`config.mk`:
```
export PLATFORM = sky130hd
export DESIGN_NAME = sms_servo_mode_sequencer
export DESIGN_NICKNAME = d
export VERILOG_FILES = /design/src/design/sms_pkg.sv /design/src/design/sms_gray_pes.sv /design/src/design/sms_servo_mode_sequencer.sv
export SDC_FILE = /design/constraint.sdc
export NUM_CORES = 1
export LEC_CHECK = 0
export BUFFER_PORTS_ARGS = -buffer_cell sky130_fd_sc_hd__buf_2
export CAP_MARGIN = 0
export CORE_MARGIN = 2
export CORE_UTILIZATION = 35
export DETAILED_ROUTE_END_ITERATION = 10
export GPL_TIMING_DRIVEN = 0
export SYNTH_ARGS = -nofsm -noshare
export SYNTH_HDL_FRONTEND = slang
export SYNTH_SLANG_ARGS = --single-unit
```
`constraint.sdc`:
```
create_clock -name clk -period 18.2 [get_ports clk]
set_input_delay 2.73 -clock clk [delete_from_list [all_inputs] [get_ports clk]]
set_output_delay 2.73 -clock clk [all_outputs]
set_load 0.05 [all_outputs]
```
`src/design/sms_pkg.sv`:
```
// Shared types and constants for the servo mode sequencer.
// Assumes one clock domain; one wedge strobe per servo sample.
package sms_pkg;

    // ----------------------------------------
    // Widths and fixed figures
    // ----------------------------------------
    localparam int TRK_W = 13;
    localparam int POS_W = 16;
    localparam int VEL_W = 16;
    localparam int CUR_W = 13;
    localparam int CNT_W = 8;
    localparam int FRAC_W = 8;
    localparam logic [TRK_W-1:0] LONG_SEEK_TRK = 13'h0050;
    localparam logic [TRK_W-1:0] SHORT_SEEK_TRK = 13'h0003;
    localparam logic [POS_W-1:0] QUARTER_TRK = 16'h0040;
    localparam logic [POS_W-1:0] HALF_TRK = 16'h0080;
    localparam logic [POS_W-1:0] BOUNDARY_TRK = 16'h0040;
    localparam logic [2:0] LOCK_LOSS_CNT = 3'h5;
    localparam logic [7:0] BURST_HALF = 8'h80;
    localparam logic [CUR_W-1:0] CUR_MAX = 13'h0FFF;
    localparam logic [CUR_W-1:0] CUR_ZERO = 13'h0000;
    localparam logic [CNT_W-1:0] CNT_ZERO = 8'h00;
    localparam logic [CNT_W-1:0] CNT_ONE = 8'h01;

    // ----------------------------------------
    // Control modes
    // ----------------------------------------
    typedef enum logic [2:0] {
        SMS_IDLE = 3'h0,
        SMS_ACCEL = 3'h1,
        SMS_COAST = 3'h2,
        SMS_DECEL = 3'h3,
        SMS_LINVEL = 3'h4,
        SMS_SETTLE = 3'h5,
        SMS_FOLLOW = 3'h6
    } sms_mode_e;

    typedef struct packed {
        logic [7:0] a;
        logic [7:0] b;
        logic [7:0] c;
        logic [7:0] d;
    } sms_burst_s;

    typedef struct packed {
        logic [TRK_W-1:0] gray_track;
        sms_burst_s bursts;
        logic sync_missing;
        logic sam_missing;
        logic gray_error;
        logic bump;
        logic defect;
    } sms_wedge_s;

    typedef struct packed {
        logic [POS_W-1:0] pos_limit;
        logic [VEL_W-1:0] vel_limit;
        logic [CNT_W-1:0] follow_count;
        logic [VEL_W-1:0] coast_vel;
    } sms_cfg_s;

    typedef struct packed {
        logic valid;
        logic [TRK_W-1:0] track;
        logic write_op;
        logic signed [POS_W-1:0] offset;
    } sms_cmd_s;

    typedef struct packed {
        logic signed [CUR_W-1:0] current;
        logic low_bw;
        logic update;
    } sms_drive_s;

endpackage

```
`src/design/sms_gray_pes.sv`:
```
// Gray-to-binary track decode and burst-pair position error.
// Purely combinational; the caller registers the results.
module sms_gray_pes (
    input wire logic [sms_pkg::TRK_W-1:0] gray_track,
    input wire sms_pkg::sms_burst_s bursts,
    output logic [sms_pkg::TRK_W-1:0] bin_track,
    output logic signed [sms_pkg::POS_W-1:0] fine_pos
);
    logic signed [9:0] diff_ac;
    logic signed [9:0] diff_bd;
    logic [8:0] mag_ac;
    logic [8:0] mag_bd;

    // ----------------------------------------
    // Gray decode, one bit per stage
    // ----------------------------------------
    genvar gi;
    generate
        for (gi = 0; gi < sms_pkg::TRK_W; gi++) begin : g_gray
            assign bin_track[gi] = ^gray_track[sms_pkg::TRK_W-1:gi];
        end
    endgenerate

    // ----------------------------------------
    // Burst-pair choice
    // ----------------------------------------
    // The A/C pair is linear near centre; B/D takes over off track.
    always_comb begin
        diff_ac = 10'(signed'({2'b00, bursts.a})) - 10'(signed'({2'b00, bursts.c}));
        diff_bd = 10'(signed'({2'b00, bursts.b})) - 10'(signed'({2'b00, bursts.d}));
        mag_ac = diff_ac[9] ? 9'(-diff_ac) : diff_ac[8:0];
        mag_bd = diff_bd[9] ? 9'(-diff_bd) : diff_bd[8:0];
        if (mag_ac <= mag_bd) begin
            fine_pos = sms_pkg::POS_W'(diff_ac);
        end else if (diff_bd[9]) begin
            fine_pos = sms_pkg::POS_W'(diff_ac) - sms_pkg::POS_W'(diff_bd);
        end else begin
            fine_pos = sms_pkg::POS_W'(diff_ac) + sms_pkg::POS_W'(diff_bd);
        end
    end
endmodule

```
`src/design/sms_servo_mode_sequencer.sv`:
```
// Per-wedge control mode sequencer for head positioning.
// Assumes wedge data is synchronous to clk and valid with wedge_strobe.
// Position is in fractions of a track, FRAC_W bits below the track.

// Contract
// - One update per wedge strobe; code gives none for a strobe that comes with cmd.valid in the same cycle
// - Flags pick seek, settle or follow law
// - Long seek: accel, coast, decel, linear, settle
// - Medium seek starts in linear velocity
// - Short seek linear with low bandwidth
// - Track position and velocity every sample; code ignores a strobe that comes with cmd.valid in the same cycle
// - Seek to settle inside both limits
// - Settle beyond quarter track returns linear
// - Enough good samples: follow, write enabled for writes
// - Repeated bump drops write, returns linear
// - Writes follow on track, A equals C
// - Off-track offset held within half track; code clamps cmd.offset alone, and cmd.offset plus microjog is not clamped
// - Reads seek with microjog offset directly
// - Ignore gray errors beyond quarter offset
// - Apply microjog on read/write change
// - Four bursts, pair switch off track
// - Gray track number decoded to binary
// - Five missed sync/mark flags lock loss
module sms_servo_mode_sequencer (
    input wire logic clk,
    input wire logic resetn,
    input wire logic wedge_strobe,
    input wire sms_pkg::sms_wedge_s wedge,
    input wire sms_pkg::sms_cfg_s cfg,
    input wire sms_pkg::sms_cmd_s cmd,
    input wire logic signed [sms_pkg::POS_W-1:0] microjog,
    output sms_pkg::sms_drive_s drive,
    output logic write_enable,
    output logic [2:0] mode,
    output logic lock_lost,
    output logic seek_active
);

    // ----------------------------------------
    // State
    // ----------------------------------------
    typedef struct packed {
        sms_pkg::sms_mode_e mode;
        logic [sms_pkg::TRK_W-1:0] target_trk;
        logic signed [sms_pkg::POS_W-1:0] offset;
        logic signed [sms_pkg::POS_W+sms_pkg::TRK_W-1:0] pos;
        logic signed [sms_pkg::VEL_W-1:0] vel;
        logic [sms_pkg::CNT_W-1:0] good_cnt;
        logic [2:0] miss_cnt;
        logic prev_err;
        logic write_op;
        logic low_bw;
        logic wen;
        logic lost;
        logic seek;
        logic [sms_pkg::TRK_W-1:0] last_trk;
        sms_pkg::sms_drive_s drive;
    } sms_state_s;

    sms_state_s st_reg;
    sms_state_s st_next;

    localparam int AW = sms_pkg::POS_W + sms_pkg::TRK_W;

    logic [sms_pkg::TRK_W-1:0] bin_track;
    logic signed [sms_pkg::POS_W-1:0] fine_pos;
    logic signed [AW-1:0] meas_pos;
    logic signed [AW-1:0] tgt_pos;
    logic signed [AW-1:0] err;
    logic [AW-1:0] err_mag;
    logic signed [sms_pkg::VEL_W-1:0] new_vel;
    logic [sms_pkg::VEL_W-1:0] vel_mag;
    logic [sms_pkg::TRK_W-1:0] seek_len;
    logic in_lim;
    logic gray_ok;
    logic missing;
    logic signed [AW-1:0] traj_vel;
    logic signed [AW-1:0] raw_cur;

    sms_gray_pes u_gray_pes (
        .gray_track(wedge.gray_track),
        .bursts(wedge.bursts),
        .bin_track(bin_track),
        .fine_pos(fine_pos)
    );

    // ----------------------------------------
    // Combinational measurement
    // ----------------------------------------
    always_comb begin
        meas_pos = AW'(signed'({1'b0, bin_track, {sms_pkg::FRAC_W{1'b0}}}))
            + AW'(fine_pos);
        tgt_pos = AW'(signed'({1'b0, st_reg.target_trk, {sms_pkg::FRAC_W{1'b0}}}))
            + AW'(st_reg.offset);
        err = tgt_pos - meas_pos;
        err_mag = err[AW-1] ? AW'(-err) : err;
        new_vel = sms_pkg::VEL_W'(meas_pos - st_reg.pos);
        vel_mag = new_vel[sms_pkg::VEL_W-1] ? sms_pkg::VEL_W'(-new_vel) : new_vel;
        in_lim = (err_mag <= AW'(cfg.pos_limit)) && (vel_mag <= cfg.vel_limit);
        // Boundary gray errors are soft while far off track
        gray_ok = !wedge.gray_error
            || (st_reg.offset > signed'(sms_pkg::BOUNDARY_TRK))
            || (st_reg.offset < -signed'(sms_pkg::BOUNDARY_TRK));
        missing = wedge.sync_missing || wedge.sam_missing;
        // Wedge fields are only valid with the strobe, so use the last decoded track
        seek_len = (cmd.track > st_reg.last_trk) ? cmd.track - st_reg.last_trk
            : st_reg.last_trk - cmd.track;
        // Phase-plane guide: allowed speed grows with remaining distance
        traj_vel = err >>> 2;
        raw_cur = traj_vel - AW'(new_vel);
    end

    // ----------------------------------------
    // Next state
    // ----------------------------------------
    always_comb begin
        st_next = st_reg;
        st_next.drive.update = 1'b0;
        if (cmd.valid) begin
            st_next.target_trk = cmd.track;
            st_next.write_op = cmd.write_op;
            st_next.wen = 1'b0;
            st_next.good_cnt = sms_pkg::CNT_ZERO;
            // Writes stay centred on A equal C; reads add the commanded offset
            if (cmd.write_op) begin
                st_next.offset = '0;
            end else if (cmd.offset > signed'(sms_pkg::HALF_TRK)) begin
                st_next.offset = signed'(sms_pkg::HALF_TRK);
            end else if (cmd.offset < -signed'(sms_pkg::HALF_TRK)) begin
                st_next.offset = -signed'(sms_pkg::HALF_TRK);
            end else begin
                st_next.offset = cmd.offset + microjog;
            end
            if (cmd.write_op != st_reg.write_op && cmd.offset == '0 && !cmd.write_op) begin
                st_next.offset = microjog;
            end
            st_next.low_bw = 1'b0;
            if (seek_len > sms_pkg::LONG_SEEK_TRK) begin
                st_next.mode = sms_pkg::SMS_ACCEL;
            end else if (seek_len < sms_pkg::SHORT_SEEK_TRK) begin
                st_next.mode = sms_pkg::SMS_LINVEL;
                st_next.low_bw = 1'b1;
            end else begin
                st_next.mode = sms_pkg::SMS_LINVEL;
            end
        end else if (wedge_strobe) begin
            st_next.drive.update = 1'b1;
            st_next.pos = meas_pos;
            st_next.vel = new_vel;
            st_next.last_trk = bin_track;
            if (missing) begin
                if (st_reg.miss_cnt != sms_pkg::LOCK_LOSS_CNT) begin
                    st_next.miss_cnt = st_reg.miss_cnt + 3'h1;
                end
            end else begin
                st_next.miss_cnt = 3'h0;
            end
            st_next.prev_err = wedge.bump || missing || !gray_ok || wedge.defect;
            unique case (st_reg.mode)
                sms_pkg::SMS_IDLE: begin
                    st_next.drive.current = sms_pkg::CUR_ZERO;
                end
                sms_pkg::SMS_ACCEL: begin
                    st_next.drive.current = err[AW-1] ? -sms_pkg::CUR_MAX : sms_pkg::CUR_MAX;
                    if (vel_mag >= cfg.coast_vel) begin
                        st_next.mode = sms_pkg::SMS_COAST;
                    end
                    if (AW'(vel_mag) >= (err_mag >> 2)) begin
                        st_next.mode = sms_pkg::SMS_DECEL;
                    end
                end
                sms_pkg::SMS_COAST: begin
                    st_next.drive.current = sms_pkg::CUR_ZERO;
                    if (AW'(vel_mag) >= (err_mag >> 2)) begin
                        st_next.mode = sms_pkg::SMS_DECEL;
                    end
                end
                sms_pkg::SMS_DECEL: begin
                    st_next.drive.current = sms_pkg::CUR_W'(raw_cur);
                    if (err_mag <= AW'({sms_pkg::LONG_SEEK_TRK, {sms_pkg::FRAC_W{1'b0}}} >> 4))
                    begin
                        st_next.mode = sms_pkg::SMS_LINVEL;
                    end
                end
                sms_pkg::SMS_LINVEL: begin
                    st_next.drive.current = st_reg.low_bw ? sms_pkg::CUR_W'(raw_cur >>> 1)
                        : sms_pkg::CUR_W'(raw_cur);
                    if (in_lim) begin
                        st_next.mode = sms_pkg::SMS_SETTLE;
                        st_next.good_cnt = sms_pkg::CNT_ONE;
                    end
                end
                sms_pkg::SMS_SETTLE: begin
                    st_next.drive.current = sms_pkg::CUR_W'(err >>> 1);
                    if (err_mag > AW'(sms_pkg::QUARTER_TRK)) begin
                        st_next.mode = sms_pkg::SMS_LINVEL;
                        st_next.good_cnt = sms_pkg::CNT_ZERO;
                    end else if (!in_lim) begin
                        st_next.good_cnt = sms_pkg::CNT_ZERO;
                    end else if (st_reg.good_cnt + sms_pkg::CNT_ONE >= cfg.follow_count) begin
                        st_next.mode = sms_pkg::SMS_FOLLOW;
                        st_next.wen = st_reg.write_op;
                    end else begin
                        st_next.good_cnt = st_reg.good_cnt + sms_pkg::CNT_ONE;
                    end
                end
                sms_pkg::SMS_FOLLOW: begin
                    st_next.drive.current = sms_pkg::CUR_W'(err >>> 1);
                    if (wedge.bump && st_reg.prev_err) begin
                        st_next.wen = 1'b0;
                        st_next.mode = sms_pkg::SMS_LINVEL;
                        st_next.good_cnt = sms_pkg::CNT_ZERO;
                    end
                end
                default: begin
                    st_next.mode = sms_pkg::SMS_IDLE;
                    st_next.drive.current = sms_pkg::CUR_ZERO;
                end
            endcase
            // Lock loss overrides the mode and write enable the mode law chose
            if (missing && st_reg.miss_cnt == sms_pkg::LOCK_LOSS_CNT - 3'h1) begin
                st_next.lost = 1'b1;
                st_next.wen = 1'b0;
                st_next.mode = sms_pkg::SMS_IDLE;
            end
        end
        st_next.drive.low_bw = st_next.low_bw;
        st_next.seek = (st_next.mode != sms_pkg::SMS_IDLE);
    end

    // ----------------------------------------
    // Registers
    // ----------------------------------------
    always_ff @(posedge clk) begin
        if (!resetn) begin
            st_reg <= '0;
        end else begin
            st_reg <= st_next;
        end
    end

    assign drive = st_reg.drive;
    assign write_enable = st_reg.wen;
    assign mode = st_reg.mode;
    assign lock_lost = st_reg.lost;
    assign seek_active = st_reg.seek;

endmodule

```
==> flow_metrics.env <==
export IMPL_boundaryPins=177
export IMPL_antenna_left=0
export IMPL_fmax_ghz=0.0586
export IMPL_postCtsSetupBuffers=0
export IMPL_drv_slew=0
export IMPL_number_of_remaining_drc_errors=0
export IMPL_floorplan_die_area_um2=45900
export IMPL_timing_critical_path_fanout_max=16
export IMPL_pin_count_of_the_biggest_net_entering_global_routing=17
export IMPL_worst_ep_arrival_time_ns=17.38
export IMPL_number_of_sinks_driven_by_the_clock_tree=92
export IMPL_finClkSkew_ns=0.00618
export IMPL_cp_slowest_cell="sky130_fd_sc_hd__a2111oi_4"
export IMPL_wire_per_inst_um=17.8
export IMPL_max_cap_violations=0
export IMPL_place_port_buffers=171
export IMPL_critPathLaunchType="primary input"
export IMPL_grt_usage_pct=21.6
export IMPL_cp_slowest_stage_delay_ns=0.61
export IMPL_fillers=4658
export IMPL_floorplan_initialDensity_pct=35.3
export IMPL_nets=2664
export IMPL_total_global_routing_overflow=0
export IMPL_synthDistinctLibCells=101
export IMPL_std_cell_rows=77
export IMPL_syn_inst=2082
export IMPL_routed_wirelength_mm=50.9
export IMPL_drt_pass1_iter_count=6
export IMPL_clockBufferDepth=2
export IMPL_die_h_um=214
export IMPL_vias=15838
export IMPL_layout_common_cells="sky130_fd_sc_hd__ha_1 (221), sky130_fd_sc_hd__inv_1 (211), sky130_fd_sc_hd__buf_2 (174)"
export IMPL_ys_warn_count=0
export IMPL_status="completed"
export IMPL_holdWs_ns=0.454
export IMPL_cts_htree_levels=3
export IMPL_setup_tns_ns=0
export IMPL_tritoncts_num_buffers=9
export IMPL_crit_type="primary input to register"
export IMPL_clk_latency_ns=0.37
export IMPL_cts_hold_buf=0
export IMPL_dp_hpwl_mm=43.2
export IMPL_hp_start="st_reg[73]"
export IMPL_max_slew_worst_pin_slew_ns=1.10
export IMPL_setup_repair_after_global_routing_missed_its_margin="no"
export IMPL_crit_reg2reg_launch="st_reg[105]"
export IMPL_drt_first_iter_violations=1113
export IMPL_area_growth_pct=12.3
export IMPL_clkSlewWorstSetupHoldPaths_ns=0.07
export IMPL_critical_path_startpoint="wedge[21]"
export IMPL_drive_gt1_share_pct=12.2
export IMPL_hold_class="register to register"
export IMPL_vias_per_cell=5.54
export IMPL_fp_dieW_um=214
export IMPL_synth_ff_type="sky130_fd_sc_hd__dfxtp_1"
export IMPL_ys_async_sr_fraction_pct=0
export IMPL_mappedNetlistNets=2482
export IMPL_routabilityCongestion=0.970
export IMPL_core_area_um2=43900
export IMPL_antenna_diode_count=0
export IMPL_register_area_share_after_synthesis_pct=11.9
export IMPL_slew_headroom_pct=25.7
export IMPL_hold_violations_final=0
export IMPL_tritoncts="built"
export IMPL_post_synth_edffs=0
export IMPL_layout_worst_path_cycle_share_pct=93.8
export IMPL_largest_register_ff_count=71
export IMPL_critical_path_required_ns=18.51
export IMPL_grt_antenna_before_repair=3
export IMPL_worstSetupEndpointType="register"
export IMPL_layout_min_cycle_time_ns=17.07
export IMPL_post_synth_instance_area_um2=15500
export IMPL_grt_pass1_wl_mm=79.8
export IMPL_first_global_vias=15056
export IMPL_avgSynthCellArea_um2=7.44
export IMPL_clk_root_buffer_cell="sky130_fd_sc_hd__clkbuf_16"
export IMPL_yosys_register_bits=92
export IMPL_setup_violations_final=0
export IMPL_commonest_non_fill_non_tap_cell_in_the_layout="sky130_fd_sc_hd__ha_1"
-- metrics by stage --
step / utilization [%] / area [µm²] / instances / worst slack [ns]
after global placement: 38.9 / 17100 / 2845 / 0.546
after global routing: 39.6 / 17400 / 2860 / 0.0345
final: 39.6 / 17400 / 2860 / 1.13
after floorplan: - / 15500 / 2082 / 3.99
after CTS: 39.5 / 17400 / 2860 / 0.749
after detailed placement: 38.9 / 17100 / 2845 / 0.422
-- synth_stat cells, types with 23 or more instances --
library cell | number | area share (%)
sky130_fd_sc_hd__nand3_1 | 53 | 1.7
sky130_fd_sc_hd__nor2b_1 | 38 | 1.5
sky130_fd_sc_hd__a21oi_1 | 145 | 4.7
sky130_fd_sc_hd__xor2_1 | 34 | 1.9
sky130_fd_sc_hd__ha_1 | 221 | 18
sky130_fd_sc_hd__a211oi_1 | 34 | 1.6
sky130_fd_sc_hd__fa_1 | 23 | 3.0
sky130_fd_sc_hd__xnor2_1 | 111 | 6.3
sky130_fd_sc_hd__inv_1 | 211 | 5.1
sky130_fd_sc_hd__nand4_1 | 30 | 1.2
sky130_fd_sc_hd__nand2_1 | 149 | 3.6
sky130_fd_sc_hd__dfxtp_1 | 92 | 12
sky130_fd_sc_hd__nor3_1 | 58 | 1.9
sky130_fd_sc_hd__nor2_1 | 155 | 3.8
sky130_fd_sc_hd__o211ai_1 | 23 | 1.1
sky130_fd_sc_hd__mux2i_1 | 27 | 1.7
sky130_fd_sc_hd__nand2b_1 | 24 | 0.97
sky130_fd_sc_hd__a21o_1 | 50 | 2.4
sky130_fd_sc_hd__o21ai_0 | 122 | 3.9
sky130_fd_sc_hd__clkbuf_1 | 52 | 1.3
sky130_fd_sc_hd__a31oi_1 | 28 | 1.1
sky130_fd_sc_hd__o21a_1 | 30 | 1.5
-- metal layers --
metal	track usage (%)	up-vias	part of all wire [%]
met5	0	-	0.069
met4	8.06	6	3.5
met3	2.38	81	5.0
met2	38.3	489	48
met1	26.7	7381	44
li1	-	7881	-
-- worst paths after layout --
kind | cells after the start | to | slack, ns
min | 2 | st_reg[73] | 0.45
max | 58 | st_reg[40] | 1.13
min reg2reg | 2 | st_reg[73] | 0.45
max reg2reg | 24 | st_reg[40] | 10.67
-- repair_timing --
item | 4_1_cts | 5_1_grt
endpoints found under the setup margin | 0 | 10
hold endpoints to repair | 0 | 0
gates resized for setup | 0 | 5
-- final cells by class --
| cell class | instances | area (µm²) | area share [%] |
|---|---|---|---|
| clock inverter | 5 | 61.3 | 0.353 |
| buffer | 90 | 487 | 2.80 |
| timing repair buffer | 171 | 856 | 4.92 |
| inverter | 212 | 796 | 4.58 |
| multi-input combinational | 1688 | 12400 | 71.2 |
| clock buffer | 10 | 229 | 1.32 |
| tap | 592 | 741 | 4.26 |
| sequential | 92 | 1840 | 10.6 |
-- critical path: cells and delay by family --
| family | cells | cell delay [ns] |
|---|---|---|
| compound gates | 29 | 7.31 |
| simple gates | 14 | 2.87 |
| fa+ha+maj | 7 | 2.36 |
| buf+inv | 7 | 1.75 |
| xor+xnor | 1 | 0.35 |
-- logic make-up (layout without fill, tap and decap cells) --
kind of cell               Yosys count  count (layout)  share of synthesized area (%)
buffers and inverters              302             488                           8.27
muxes                               34              34                           2.27
AOI/OAI and AO/OA                  615             615                           26.7
and+or+nand+nor                    644             644                           21.1
xor gates and xnor gates           150             150                           8.86
DFF                                 92              92                           11.9
adders and majority gates          245             245                           20.9
Power is left out: the tool's default activity adds up to more than one toggle a clock period on the data nets, which glitch-free logic cannot reach.
